`config.mk`:
```
export PLATFORM = sky130hd
export DESIGN_NAME = octt_top
export DESIGN_NICKNAME = d
export VERILOG_FILES = /design/src/shared/octt_pkg.sv /design/src/logic/octt_top.sv
export SDC_FILE = /design/constraint.sdc
export NUM_CORES = 2
export LEC_CHECK = 0
export ABC_AREA = 1
export BUFFER_PORTS_ARGS = -buffer_cell sky130_fd_sc_hd__clkbuf_2
export CAP_MARGIN = 30
export CELL_PAD_IN_SITES_DETAIL_PLACEMENT = 0
export CELL_PAD_IN_SITES_GLOBAL_PLACEMENT = 1
export CORE_ASPECT_RATIO = 0.6
export CORE_MARGIN = 1
export CORE_UTILIZATION = 53
export DETAILED_ROUTE_END_ITERATION = 10
export PLACE_DENSITY = 0.91
export SLEW_MARGIN = 40
export SYNTH_ARGS = -nofsm -noshare
export SYNTH_HDL_FRONTEND = slang
export SYNTH_SLANG_ARGS = --single-unit
```
`constraint.sdc`:
```
create_clock -name clk_i -period 51.6 [get_ports clk_i]
set_input_delay 2.58 -clock clk_i [delete_from_list [all_inputs] [get_ports clk_i]]
set_output_delay 2.58 -clock clk_i [all_outputs]
set_load 0.005 [all_outputs]
```
`src/shared/octt_pkg.sv`:
```
// Functional notes
// - Trip when delay elapses after pickup exceeded
// - Fixed curve uses delay setting directly
// - Inverse delay from multiplier, curve, multiple
// - Instantaneous reset clears timing within 2 cycles
// - Definite reset holds timing for reset delay
// - Inverse reset delay from curve, not fixed
// - Fixed curve always resets instantly
// - User minimum delay gates trip; zero disables
// - Ceiling is min(20 pickup, 40 nominal)
// - Delay never below curve delay at ceiling
// - Floors apply only to inverse curves
// - Measure fundamental, true RMS or negative sequence
// - Voltage restraint lowers pickup as voltage drops
// - Voltage taken phase-phase or phase-ground
// - Non-directional ignores direction information
// - Fixed, IEC, IEEE, R-shaped and thermal curves
// - Undercurrent drops out at 103% of threshold
// - Undercurrent delay starts below threshold, trips
// - Between pickup and ceiling use curve delay
//
// Purpose: Constants, register map and carriers of the overcurrent trip timer
// Assumes: 100 MHz clock, 1 ms protection tick, delays held in ticks
// Notes: Curve table entries are delays in ticks at a multiplier of one
package octt_pkg;
  localparam int CLK_PERIOD_NS = 10;
  localparam int TICK_US = 1000;
  localparam int TICK_CYCLES = (TICK_US * 1000) / CLK_PERIOD_NS;
  localparam int DW = 32;
  localparam int AW = 4;
  // Register indices
  localparam logic [3:0] REG_CTRL = 4'h0;
  localparam logic [3:0] REG_PICKUP = 4'h1;
  localparam logic [3:0] REG_FIXED_DELAY = 4'h2;
  localparam logic [3:0] REG_MULT = 4'h3;
  localparam logic [3:0] REG_RESET_DELAY = 4'h4;
  localparam logic [3:0] REG_MIN_DELAY = 4'h5;
  localparam logic [3:0] REG_NOMINAL = 4'h6;
  localparam logic [3:0] REG_VLIMIT = 4'h7;
  localparam logic [3:0] REG_UC_THRESH = 4'h8;
  localparam logic [3:0] REG_UC_DELAY = 4'h9;
  localparam logic [3:0] REG_STATUS = 4'ha;
  localparam logic [3:0] REG_TRIP_ACC = 4'hb;
  // Control field reset value: non-directional, elements off
  localparam logic [15:0] CTRL_RESET = 16'h0400;
  localparam logic [15:0] MULT_RESET = 16'h0040; // Multiplier 1.0 in 1/64 steps
  localparam int MULT_FRAC = 6;
  // Curve codes
  localparam logic [3:0] CRV_FIXED = 4'h0;
  localparam logic [3:0] CRV_IEC_NORMAL = 4'h1;
  localparam logic [3:0] CRV_IEC_VERY = 4'h2;
  localparam logic [3:0] CRV_IEC_EXTREME = 4'h3;
  localparam logic [3:0] CRV_IEC_LONG = 4'h4;
  localparam logic [3:0] CRV_IEEE_MODERATE = 4'h5;
  localparam logic [3:0] CRV_IEEE_VERY = 4'h6;
  localparam logic [3:0] CRV_IEEE_EXTREME = 4'h7;
  localparam logic [3:0] CRV_R_SHAPED = 4'h8;
  localparam logic [3:0] CRV_THERM_FIRST = 4'h9;
  localparam logic [3:0] CRV_LAST = 4'hc;
  // Reset modes and measuring methods
  localparam logic [1:0] RST_INSTANT = 2'h0;
  localparam logic [1:0] RST_DEFINITE = 2'h1;
  localparam logic [1:0] RST_INVERSE = 2'h2;
  localparam logic [1:0] MEAS_FUND = 2'h0;
  localparam logic [1:0] MEAS_RMS = 2'h1;
  localparam logic [1:0] MEAS_NEG = 2'h2;
  // Ceiling factors, undercurrent dropout ratio in percent
  localparam int CEIL_PICKUP_X = 20;
  localparam int CEIL_NOMINAL_X = 40;
  localparam int UC_DROP_PCT = 103;
  localparam int PCT = 100;
  // Current multiple bin edges and restraint steps in quarters
  localparam int BIN_2X = 2;
  localparam int BIN_3X = 3;
  localparam int BIN_5X = 5;
  localparam int BIN_10X = 10;
  localparam int BIN_20X = 20;
  localparam int VR_STEPS = 4;
  // Trip delay per curve, bins 1.5x,2x,3x,5x,10x,20x (msb first = 20x)
  localparam logic [143:0] CURVE_TBL [13] = '{
    {24'd0, 24'd0, 24'd0, 24'd0, 24'd0, 24'd0},
    {24'd2268, 24'd2971, 24'd4280, 24'd6301, 24'd10029, 24'd17199},
    {24'd711, 24'd1500, 24'd3375, 24'd6750, 24'd13500, 24'd27000},
    {24'd200, 24'd808, 24'd3333, 24'd10000, 24'd26667, 24'd64000},
    {24'd6316, 24'd13333, 24'd30000, 24'd60000, 24'd120000, 24'd240000},
    {24'd948, 24'd1207, 24'd1689, 24'd2432, 24'd3803, 24'd6441},
    {24'd540, 24'd689, 24'd1308, 24'd2942, 24'd7028, 24'd16179},
    {24'd192, 24'd407, 24'd1297, 24'd3647, 24'd9522, 24'd22682},
    {24'd3056, 24'd3171, 24'd3427, 24'd3842, 24'd4525, 24'd5504},
    {24'd15000, 24'd15000, 24'd15000, 24'd15000, 24'd15000, 24'd15000},
    {24'd750, 24'd1500, 24'd3000, 24'd5000, 24'd7500, 24'd10000},
    {24'd38, 24'd150, 24'd600, 24'd1667, 24'd3750, 24'd6667},
    {24'd1, 24'd2, 24'd24, 24'd185, 24'd938, 24'd2963}
  };
  // Inverse reset time constant per curve, in ticks
  localparam logic [23:0] RESET_TAU [13] = '{
    24'd0, 24'd140, 24'd13500, 24'd80000, 24'd120000, 24'd4850,
    24'd21600, 24'd29100, 24'd1000, 24'd45000, 24'd45000, 24'd45000, 24'd45000
  };
  // Measurement carrier from the front end
  typedef struct packed {
    logic [15:0] i_fund;
    logic [15:0] i_rms;
    logic [15:0] i_neg;
    logic [15:0] v_pp;
    logic [15:0] v_pg;
    logic dir_fwd;
  } octt_meas_s;
  // Control register layout
  typedef struct packed {
    logic [2:0] spare;
    logic uc_enable;
    logic oc_enable;
    logic non_directional;
    logic volt_mode_pg;
    logic voltage_restraint_enable;
    logic [1:0] meas_method;
    logic [1:0] reset_mode;
    logic [3:0] curve;
  } octt_ctrl_s;
  // Trip element states
  typedef enum logic [3:0] {
    ST_IDLE = 4'b0001,
    ST_TIMING = 4'b0010,
    ST_TRIPPED = 4'b0100,
    ST_RESETTING = 4'b1000
  } octt_state_e;
endpackage

```
`src/logic/octt_top.sv`:
```
// Purpose: Overcurrent trip timer with undercurrent element and register port
// Assumes: Measurements synchronous to clk_i, refreshed by the front end
// Notes: Delays and timer counts are in protection ticks
//
// Local design decisions: the strobed register port and the address map.
`timescale 1ns/10ps
module octt_top #(
  parameter int TICK_CYCLES = octt_pkg::TICK_CYCLES
) (
  input wire logic clk_i,
  input wire logic resetn_i,
  input wire logic [octt_pkg::AW-1:0] addr_i,
  input wire logic [octt_pkg::DW-1:0] wdata_i,
  input wire logic wr_i,
  input wire logic rd_i,
  output logic [octt_pkg::DW-1:0] rdata_o,
  input wire octt_pkg::octt_meas_s meas_i,
  output logic trip_o,
  output logic pickup_o,
  output logic uc_trip_o
);
  import octt_pkg::*;

  // Elaboration check: the divider needs at least two clocks per tick
  if (TICK_CYCLES < 2) begin : g_tick_check
    $error("TICK_CYCLES must be at least 2");
  end

  ////////////////////////////////////////////////////////////////////////
  // Settings
  octt_ctrl_s ctrl; // Mode and selection bits
  logic [15:0] pickup; // Pickup current
  logic [31:0] fixed_delay; // Delay of the fixed curve
  logic [15:0] curve_time_multiplier; // 1/64 steps
  logic [31:0] reset_delay_setting; // Definite reset delay
  logic [31:0] user_min_trip_delay; // Zero disables
  logic [15:0] nominal; // Nominal current
  logic [15:0] restraint_voltage_limit; // Full pickup at or above this
  logic [15:0] uc_thresh; // Undercurrent threshold
  logic [31:0] uc_delay; // Undercurrent delay

  // Register writes
  always_ff @(posedge clk_i or negedge resetn_i) begin
    if (!resetn_i) begin
      ctrl <= octt_ctrl_s'(CTRL_RESET);
      pickup <= 16'hffff;
      fixed_delay <= 32'h0;
      curve_time_multiplier <= MULT_RESET;
      reset_delay_setting <= 32'h0;
      user_min_trip_delay <= 32'h0;
      nominal <= 16'hffff;
      restraint_voltage_limit <= 16'h0;
      uc_thresh <= 16'h0;
      uc_delay <= 32'h0;
    end else if (wr_i) begin
      case (addr_i)
        REG_CTRL: ctrl <= octt_ctrl_s'(wdata_i[15:0]);
        REG_PICKUP: pickup <= wdata_i[15:0];
        REG_FIXED_DELAY: fixed_delay <= wdata_i;
        REG_MULT: curve_time_multiplier <= wdata_i[15:0];
        REG_RESET_DELAY: reset_delay_setting <= wdata_i;
        REG_MIN_DELAY: user_min_trip_delay <= wdata_i;
        REG_NOMINAL: nominal <= wdata_i[15:0];
        REG_VLIMIT: restraint_voltage_limit <= wdata_i[15:0];
        REG_UC_THRESH: uc_thresh <= wdata_i[15:0];
        REG_UC_DELAY: uc_delay <= wdata_i;
        default: begin
          // Read-only or unmapped: ignored
        end
      endcase
    end
  end

  ////////////////////////////////////////////////////////////////////////
  // Protection tick divider
  logic [31:0] div_cnt; // Cycles within the tick
  logic tick; // One-cycle enable per tick

  // Free-running divider
  always_ff @(posedge clk_i or negedge resetn_i) begin
    if (!resetn_i) begin
      div_cnt <= 32'h0;
    end else if (div_cnt == 32'(TICK_CYCLES - 1)) begin
      div_cnt <= 32'h0;
    end else begin
      div_cnt <= div_cnt + 32'h1;
    end
  end
  assign tick = (div_cnt == 32'(TICK_CYCLES - 1));

  ////////////////////////////////////////////////////////////////////////
  // Measurement selection and effective pickup
  logic [15:0] cur; // Selected current
  logic [15:0] volt; // Selected voltage
  logic [15:0] eff_pickup; // Pickup after restraint
  logic [17:0] volt_x4; // Voltage times steps
  logic [1:0] vr_quarters; // Restraint quarters, less one
  logic dir_ok; // Direction permits pickup
  logic picked; // Overcurrent picked up

  // Current per measuring method
  always_comb begin
    case (ctrl.meas_method)
      MEAS_RMS: cur = meas_i.i_rms;
      MEAS_NEG: cur = meas_i.i_neg;
      default: cur = meas_i.i_fund;
    endcase
  end

  // Voltage per measuring mode
  assign volt = ctrl.volt_mode_pg ? meas_i.v_pg : meas_i.v_pp;
  assign volt_x4 = {volt, 2'b00};

  // Quarter steps of restraint, floor at one quarter
  always_comb begin
    if (volt_x4 >= 18'(3 * restraint_voltage_limit)) begin
      vr_quarters = 2'h2;
    end else if (volt_x4 >= 18'(2 * restraint_voltage_limit)) begin
      vr_quarters = 2'h1;
    end else begin
      vr_quarters = 2'h0;
    end
  end

  // Lower pickup while voltage sags
  always_comb begin
    if (!ctrl.voltage_restraint_enable || volt >= restraint_voltage_limit) begin
      eff_pickup = pickup;
    end else begin
      eff_pickup = 16'((18'(pickup) * (18'(vr_quarters) + 18'h1)) >> 2);
    end
  end

  assign dir_ok = ctrl.non_directional | meas_i.dir_fwd;
  assign picked = ctrl.oc_enable & dir_ok & (cur > eff_pickup);

  ////////////////////////////////////////////////////////////////////////
  // Trip delay computation
  logic is_fixed; // Fixed-delay curve
  logic is_thermal; // Thermal family
  logic [3:0] crv; // Curve index, fixed curve if out of range
  logic [21:0] ceil_a; // Twenty times pickup
  logic [21:0] ceil_b; // Forty times nominal
  logic [21:0] curve_current_ceiling; // Smaller of the two
  logic [21:0] cur_eval; // Current used on the curve
  logic [2:0] bin; // Multiple bin
  logic [23:0] base_delay; // Table delay at unity multiplier
  logic [39:0] scaled_trip; // Delay times multiplier
  logic [39:0] scaled_rst; // Reset tau times multiplier
  logic [31:0] trip_delay; // Effective trip delay
  logic [31:0] inv_reset_delay; // Inverse reset delay

  assign crv = (ctrl.curve > CRV_LAST) ? CRV_FIXED : ctrl.curve;
  assign is_fixed = (crv == CRV_FIXED);
  assign is_thermal = (crv >= CRV_THERM_FIRST);
  assign ceil_a = 22'(CEIL_PICKUP_X) * 22'(eff_pickup);
  assign ceil_b = 22'(CEIL_NOMINAL_X) * 22'(nominal);
  assign curve_current_ceiling = (ceil_a < ceil_b) ? ceil_a : ceil_b;

  // Cap current at the ceiling for all curves but thermal
  always_comb begin
    if (!is_thermal && 22'(cur) > curve_current_ceiling) begin
      cur_eval = curve_current_ceiling;
    end else begin
      cur_eval = 22'(cur);
    end
  end

  // Multiple of pickup as a bin
  always_comb begin
    if (cur_eval >= 22'(BIN_20X) * 22'(eff_pickup)) begin
      bin = 3'h5;
    end else if (cur_eval >= 22'(BIN_10X) * 22'(eff_pickup)) begin
      bin = 3'h4;
    end else if (cur_eval >= 22'(BIN_5X) * 22'(eff_pickup)) begin
      bin = 3'h3;
    end else if (cur_eval >= 22'(BIN_3X) * 22'(eff_pickup)) begin
      bin = 3'h2;
    end else if (cur_eval >= 22'(BIN_2X) * 22'(eff_pickup)) begin
      bin = 3'h1;
    end else begin
      bin = 3'h0;
    end
  end

  assign base_delay = CURVE_TBL[crv][24*bin +: 24];
  assign scaled_trip = 40'(base_delay) * 40'(curve_time_multiplier);
  assign scaled_rst = 40'(RESET_TAU[crv]) * 40'(curve_time_multiplier);

  // Select fixed or curve delay, saturate to 32 bits
  always_comb begin
    if (is_fixed) begin
      trip_delay = fixed_delay;
    end else if (|scaled_trip[39:32+MULT_FRAC]) begin
      trip_delay = 32'hffffffff;
    end else begin
      trip_delay = scaled_trip[32+MULT_FRAC-1:MULT_FRAC];
    end
  end

  assign inv_reset_delay = 32'(scaled_rst >> MULT_FRAC);

  ////////////////////////////////////////////////////////////////////////
  // Trip timing state machine
  octt_state_e state; // Current state
  octt_state_e next_state; // Next state
  logic [31:0] trip_acc; // Accumulated trip timing
  logic [31:0] min_cnt; // User minimum timer
  logic [31:0] rst_cnt; // Reset delay timer
  logic instant_reset; // Reset without delay
  logic [31:0] active_reset_delay; // Reset delay in use
  logic min_ok; // Minimum delay passed
  logic delay_done; // Trip delay passed

  assign instant_reset = is_fixed | (ctrl.reset_mode == RST_INSTANT)
    | (ctrl.reset_mode != RST_DEFINITE && ctrl.reset_mode != RST_INVERSE);
  assign active_reset_delay = (ctrl.reset_mode == RST_INVERSE) ? inv_reset_delay
    : reset_delay_setting;
  assign min_ok = is_fixed | is_thermal | (user_min_trip_delay == 32'h0)
    | (min_cnt >= user_min_trip_delay);
  assign delay_done = (trip_acc >= trip_delay);

  // Next state
  always_comb begin
    next_state = state;
    case (state)
      ST_IDLE: begin
        if (picked) begin
          next_state = ST_TIMING;
        end
      end
      ST_TIMING, ST_TRIPPED: begin
        if (!picked) begin
          next_state = instant_reset ? ST_IDLE : ST_RESETTING;
        end else if (delay_done && min_ok) begin
          next_state = ST_TRIPPED;
        end
      end
      ST_RESETTING: begin
        if (picked) begin
          next_state = ST_TIMING; // Resume held timing
        end else if (instant_reset || rst_cnt >= active_reset_delay) begin
          next_state = ST_IDLE;
        end
      end
      default: next_state = ST_IDLE;
    endcase
  end

  // State register
  always_ff @(posedge clk_i or negedge resetn_i) begin
    if (!resetn_i) begin
      state <= ST_IDLE;
    end else begin
      state <= next_state;
    end
  end

  // Trip accumulator: counts ticks while picked, cleared on reset
  always_ff @(posedge clk_i or negedge resetn_i) begin
    if (!resetn_i) begin
      trip_acc <= 32'h0;
    end else if (next_state == ST_IDLE) begin
      trip_acc <= 32'h0;
    end else if (picked && tick && trip_acc != 32'hffffffff) begin
      trip_acc <= trip_acc + 32'h1;
    end
  end

  // Minimum delay timer, restarted whenever pickup is lost
  always_ff @(posedge clk_i or negedge resetn_i) begin
    if (!resetn_i) begin
      min_cnt <= 32'h0;
    end else if (!picked) begin
      min_cnt <= 32'h0;
    end else if (tick && min_cnt != 32'hffffffff) begin
      min_cnt <= min_cnt + 32'h1;
    end
  end

  // Reset delay timer, runs only while resetting
  always_ff @(posedge clk_i or negedge resetn_i) begin
    if (!resetn_i) begin
      rst_cnt <= 32'h0;
    end else if (state != ST_RESETTING || picked) begin
      rst_cnt <= 32'h0;
    end else if (tick && rst_cnt != 32'hffffffff) begin
      rst_cnt <= rst_cnt + 32'h1;
    end
  end

  // Trip and pickup outputs
  always_ff @(posedge clk_i or negedge resetn_i) begin
    if (!resetn_i) begin
      trip_o <= 1'b0;
      pickup_o <= 1'b0;
    end else begin
      trip_o <= (next_state == ST_TRIPPED);
      pickup_o <= picked;
    end
  end

  ////////////////////////////////////////////////////////////////////////
  // Undercurrent element
  logic uc_picked; // Undercurrent picked up
  logic [31:0] uc_cnt; // Undercurrent delay timer
  logic [23:0] cur_pct; // Current in percent units
  logic [23:0] drop_pct; // Dropout level in percent units

  assign cur_pct = 24'(cur) * 24'(PCT);
  assign drop_pct = 24'(uc_thresh) * 24'(UC_DROP_PCT);

  // Pickup below threshold, dropout at 103 percent
  always_ff @(posedge clk_i or negedge resetn_i) begin
    if (!resetn_i) begin
      uc_picked <= 1'b0;
    end else if (!ctrl.uc_enable) begin
      uc_picked <= 1'b0;
    end else if (!uc_picked && cur < uc_thresh) begin
      uc_picked <= 1'b1;
    end else if (uc_picked && cur_pct >= drop_pct) begin
      uc_picked <= 1'b0;
    end
  end

  // Delay starts with pickup, trips on expiry
  always_ff @(posedge clk_i or negedge resetn_i) begin
    if (!resetn_i) begin
      uc_cnt <= 32'h0;
      uc_trip_o <= 1'b0;
    end else if (!uc_picked) begin
      uc_cnt <= 32'h0;
      uc_trip_o <= 1'b0;
    end else begin
      if (tick && uc_cnt != 32'hffffffff) begin
        uc_cnt <= uc_cnt + 32'h1;
      end
      uc_trip_o <= (uc_cnt >= uc_delay);
    end
  end

  ////////////////////////////////////////////////////////////////////////
  // Register reads, data one cycle after the strobe
  always_ff @(posedge clk_i or negedge resetn_i) begin
    if (!resetn_i) begin
      rdata_o <= 32'h0;
    end else if (rd_i) begin
      case (addr_i)
        REG_CTRL: rdata_o <= {16'h0, ctrl};
        REG_PICKUP: rdata_o <= {16'h0, pickup};
        REG_FIXED_DELAY: rdata_o <= fixed_delay;
        REG_MULT: rdata_o <= {16'h0, curve_time_multiplier};
        REG_RESET_DELAY: rdata_o <= reset_delay_setting;
        REG_MIN_DELAY: rdata_o <= user_min_trip_delay;
        REG_NOMINAL: rdata_o <= {16'h0, nominal};
        REG_VLIMIT: rdata_o <= {16'h0, restraint_voltage_limit};
        REG_UC_THRESH: rdata_o <= {16'h0, uc_thresh};
        REG_UC_DELAY: rdata_o <= uc_delay;
        REG_STATUS: rdata_o <= {24'h0, state, uc_trip_o, uc_picked, pickup_o, trip_o};
        REG_TRIP_ACC: rdata_o <= trip_acc;
        default: rdata_o <= 32'h0; // Unmapped reads zero
      endcase
    end else begin
      rdata_o <= 32'h0;
    end
  end

  ////////////////////////////////////////////////////////////////////////
  // Checks
  property p_trip_needs_delay;
    @(posedge clk_i) disable iff (!resetn_i)
    $rose(trip_o) |-> $past(trip_acc) >= $past(trip_delay);
  endproperty
  a_trip_needs_delay: assert property (p_trip_needs_delay) else $error("Early trip");

  property p_fixed_delay;
    @(posedge clk_i) disable iff (!resetn_i)
    (is_fixed && picked && state == ST_TIMING && trip_acc >= fixed_delay) |=> trip_o;
  endproperty
  a_fixed_delay: assert property (p_fixed_delay) else $error("Fixed delay wrong");

  property p_instant_clear;
    @(posedge clk_i) disable iff (!resetn_i)
    (instant_reset && !picked && state != ST_IDLE) |-> ##[1:2] trip_acc == 32'h0;
  endproperty
  a_instant_clear: assert property (p_instant_clear) else $error("Timing not cleared");

  property p_definite_hold;
    @(posedge clk_i) disable iff (!resetn_i)
    (ctrl.reset_mode == RST_DEFINITE && !is_fixed && state == ST_RESETTING
      && rst_cnt < active_reset_delay && !picked)
      |=> trip_acc == $past(trip_acc);
  endproperty
  a_definite_hold: assert property (p_definite_hold) else $error("Timing not held");

  property p_fixed_no_hold;
    @(posedge clk_i) disable iff (!resetn_i)
    is_fixed |=> state != ST_RESETTING;
  endproperty
  a_fixed_no_hold: assert property (p_fixed_no_hold) else $error("Fixed curve held");

  property p_min_delay;
    @(posedge clk_i) disable iff (!resetn_i)
    ($rose(trip_o) && !is_fixed && !is_thermal && user_min_trip_delay != 32'h0)
      |-> $past(min_cnt) >= user_min_trip_delay;
  endproperty
  a_min_delay: assert property (p_min_delay) else $error("Minimum delay broken");

  property p_ceiling;
    @(posedge clk_i) disable iff (!resetn_i)
    curve_current_ceiling <= ceil_a && curve_current_ceiling <= ceil_b
      && (curve_current_ceiling == ceil_a || curve_current_ceiling == ceil_b);
  endproperty
  a_ceiling: assert property (p_ceiling) else $error("Ceiling wrong");

  property p_cap;
    @(posedge clk_i) disable iff (!resetn_i)
    !is_thermal |-> cur_eval <= curve_current_ceiling;
  endproperty
  a_cap: assert property (p_cap) else $error("Current not capped");

  property p_undirected;
    @(posedge clk_i) disable iff (!resetn_i)
    (ctrl.non_directional && ctrl.oc_enable && cur > eff_pickup) |-> picked;
  endproperty
  a_undirected: assert property (p_undirected) else $error("Direction used");

  property p_uc_drop;
    @(posedge clk_i) disable iff (!resetn_i)
    $fell(uc_picked) && $past(ctrl.uc_enable) |-> $past(cur_pct) >= $past(drop_pct);
  endproperty
  a_uc_drop: assert property (p_uc_drop) else $error("Early dropout");
endmodule

```
==> impl_metrics.xml <==
<?xml version="1.0" encoding="UTF-8"?>
<metrics>
  <group name="setup_path">
    <metric name="cp.required" unit="ns">52.07</metric>
    <metric name="r2r_cells" unit="">142</metric>
    <metric name="cpMostUsedCell" unit="">nand2_1</metric>
    <metric name="cp_max_delay_cell" unit="">xor2_1</metric>
    <metric name="arrival_worst_endpoint" unit="ns">27.23</metric>
    <metric name="timing.critical_path.to_type" unit="">register</metric>
    <metric name="startpoint_type" unit="">primary input</metric>
    <metric name="worst_path_largest_cell_delay" unit="ns">0.63</metric>
    <metric name="critical_path_peak_fanout" unit="">62</metric>
    <metric name="worst-setup-path-type" unit="">in2reg</metric>
  </group>
  <group name="grt">
    <metric name="grtUsageTotal" unit="">0.380</metric>
    <metric name="grt_max_degree" unit="">70</metric>
    <metric name="number_of_global_route_vias_before_repair" unit="">48900</metric>
    <metric name="grt_antenna_before_repair" unit="">11</metric>
    <metric name="first_pass_grt_wire_length" unit="um">308000</metric>
    <metric name="gr-total-overflow" unit="">0</metric>
  </group>
  <group name="timing">
    <metric name="maxSlewViolCount" unit="">0</metric>
    <metric name="timing.setup.tns" unit="ns">0</metric>
    <metric name="finalSetupViolCount" unit="">0</metric>
    <metric name="finalWorstPathRequiredPeriod" unit="ns">26.75</metric>
    <metric name="hold_violations" unit="">0</metric>
    <metric name="timing.fmax" unit="MHz">37.4</metric>
    <metric name="timing.final.crit_share" unit="">0.518</metric>
    <metric name="fin_worst_skew" unit="ns">0.0352</metric>
    <metric name="maxSlewHeadroom" unit="">0.369</metric>
    <metric name="transition_at_the_pin_with_the_smallest_max_transition_slack" unit="ns">0.947</metric>
    <metric name="grt_setup_unrepaired" unit="">no</metric>
    <metric name="whs" unit="ns">0.476</metric>
  </group>
  <group name="clocking">
    <metric name="cts_buffers" unit="">40</metric>
    <metric name="htreeDepth" unit="">2</metric>
    <metric name="clk-insertion-delay-late" unit="ns">0.60</metric>
    <metric name="cts.sinks" unit="">424</metric>
    <metric name="clock_path_buffers" unit="">3</metric>
    <metric name="cts_tree" unit="">done</metric>
    <metric name="post_cts_hold_buffer_count" unit="">0</metric>
    <metric name="cts_root_buf" unit="">clkbuf_16</metric>
    <metric name="cts.reportedPaths.clkPinSlew" unit="ns">0.07</metric>
    <metric name="cts_resized" unit="">0</metric>
    <metric name="cts.repair_timing.setup_buffer_count" unit="">0</metric>
  </group>
  <group name="detailed_routing">
    <metric name="drt.antenna.violating_nets" unit="">0</metric>
    <metric name="wl" unit="um">204000</metric>
    <metric name="avgRoutedWirePerCell" unit="um">23.1</metric>
    <metric name="post-route-drc-count" unit="">0</metric>
    <metric name="routed_via_density" unit="">5.93</metric>
    <metric name="drtPass1Iterations" unit="">6</metric>
    <metric name="drt_iter0_markers" unit="">6552</metric>
    <metric name="vias" unit="">52300</metric>
  </group>
  <group name="yosys">
    <metric name="synth-edff-count" unit="">0</metric>
    <metric name="synth-warning-count" unit="">0</metric>
    <metric name="ys_top_cells_by_area" unit="">ha_1 (18%), dfrtp_1 (17%), fa_1 (17%)</metric>
    <metric name="ys_dominant_reg_cell" unit="">dfrtp_1</metric>
    <metric name="ys_async_sr_fraction" unit="">1.00</metric>
    <metric name="synthDistinctLibCells" unit="">75</metric>
    <metric name="synth_top_area_cell" unit="">ha_1</metric>
    <metric name="cell_area_synth" unit="sq um">55900</metric>
    <metric name="postSynthCellCount" unit="">7293</metric>
    <metric name="number_of_register_bits_inferred_by_synthesis" unit="">424</metric>
    <metric name="yosys.area.top_type_share" unit="">0.179</metric>
    <metric name="synth.yosys.seq_area_share" unit="">0.191</metric>
    <metric name="post_synth.cell_area_avg" unit="sq um">7.66</metric>
  </group>
  <group name="floorplanning">
    <metric name="die_h" unit="um">254</metric>
    <metric name="fp-row-count" unit="">91</metric>
    <metric name="core_area" unit="sq um">104000</metric>
    <metric name="design.die.area" unit="sq um">107000</metric>
    <metric name="floorplan.initialDensity" unit="">0.539</metric>
    <metric name="die_w" unit="um">421</metric>
    <metric name="ios" unit="">156</metric>
  </group>
  <group name="placement">
    <metric name="postPlaceCellArea" unit="sq um">58500</metric>
    <metric name="place.port_buffers" unit="">155</metric>
    <metric name="gp_congestion" unit="">1.02</metric>
    <metric name="detailedPlacementHpwl" unit="um">166000</metric>
  </group>
  <group name="hold_path">
    <metric name="hold_path_depth" unit="">1</metric>
    <metric name="worst_hold_check_path_type" unit="">reg2reg</metric>
  </group>
  <group name="finish">
    <metric name="synthToLayoutAreaGrowth" unit="%">7.07</metric>
    <metric name="top_library_cells_by_usage_in_the_layout_fill_and_taps_aside" unit="">nand2_1 (1397), inv_1 (1359), ha_1 (799)</metric>
    <metric name="layout-drive-gt1-share" unit="">0.0618</metric>
    <metric name="num-nets-final" unit="">8798</metric>
    <metric name="final_design_area_no_fill" unit="sq um">59800</metric>
    <metric name="final_common_cell" unit="">nand2_1</metric>
  </group>
  <group name="run">
    <metric name="maxCapViolCount" unit="">0</metric>
  </group>
  <group name="status">
    <metric name="run_status" unit="">finished, final reports clean</metric>
  </group>
</metrics>
[synth_stat cells, drive strengths merged (17+ instances only)]
master,n
nand2,1438
inv,1380
ha,800
nor2,576
o21ai,551
fa,482
a21oi,430
dfrtp,389
nand3,209
clkbuf,179
nor3,127
xor2,101
nand4,69
xnor2,61
a221oi,59
o22ai,58
dfstp,35
nor4,33
o21bai,31
a211oi,29
a31oi,25
o211ai,25
a221o,18
buf,18
o21a,18
clkinv,17
[flip-flops by register name, summed over array words and instances (netlist names)]
register / count
div_cnt: 32
trip_acc: 32
rst_cnt: 32
fixed_delay: 32
user_min_trip_delay: 32
nominal: 16
reset_delay_setting: 32
uc_picked: 1
uc_trip_o: 1
restraint_voltage_limit: 16
pickup_o: 1
min_cnt: 32
pickup: 16
ctrl: 16
uc_thresh: 16
uc_cnt: 32
uc_delay: 32
state: 4
trip_o: 1
rdata_o: 32
curve_time_multiplier: 16
[area by class of cell]
type,count,area [sq um]
fill,9707,43800
multi-input combinational,5303,39500
sequential,424,10700
inverter,1397,5240
tap,1395,1750
timing repair buffer,229,1370
clock buffer,62,1210
clock inverter,10,143
antenna,3,7.51
[critical path, delay by kind of cell]
family                     cells  cell delay (ns)
xor gates and xnor gates       3             0.92
AOI/OAI and AO/OA             40             7.27
and+or+nand+nor               56             7.12
adders and majority gates     17             6.73
buffers and inverters         22             2.52
[cell families after synthesis]
| group | after synthesis | synth area share |
|---|---|---|
| other | 2 | 0.000134 |
| AOI/OAI and AO/OA | 1329 | 0.137 |
| adders and majority gates | 1282 | 0.352 |
| xor gates and xnor gates | 162 | 0.0254 |
| DFF | 424 | 0.191 |
| muxes | 2 | 0.000358 |
| and+or+nand+nor | 2498 | 0.187 |
| buffers and inverters | 1594 | 0.108 |
[path summary, 6_finish.rpt]
check                                                        from                       end  slack, ns
max reg2reg                restraint_voltage_limit[0]$_DFFE_PN0P_  trip_acc[12]$_DFFE_PN0P_      25.33
min reg2reg                                  div_cnt[0]$_DFF_PN0_      div_cnt[0]$_DFF_PN0_       0.48
min                                          div_cnt[0]$_DFF_PN0_      div_cnt[0]$_DFF_PN0_       0.48
max                                                     meas_i[1]  trip_acc[12]$_DFFE_PN0P_      24.85
min in group asynchronous                                resetn_i       ctrl[3]$_DFFE_PN0P_       1.89
max in group asynchronous                                resetn_i  uc_delay[31]$_DFFE_PN0P_      46.91
[layer usage]
| metal | track usage | vias up | wire, um |
|---|---|---|---|
| met5 | 0 | - | 61 |
| met4 | 0.0747 | 10 | 4310 |
| met3 | 0.132 | 325 | 30400 |
| met2 | 0.483 | 3033 | 74400 |
| met1 | 0.603 | 25200 | 94400 |
| li1 | - | 23800 | - |
[per-stage QoR]
step,cells,worst slack (ns),util
global placement,8741,25.09,0.563
finish,8823,24.85,0.578
floorplan,7321,29.37,-
global route,8823,22.82,0.578
CTS,8820,25.50,0.577
detailed placement,8748,25.03,0.564
Power is left out: the tool's default activity adds up to more than one toggle a clock period on the data nets, which glitch-free logic cannot reach.
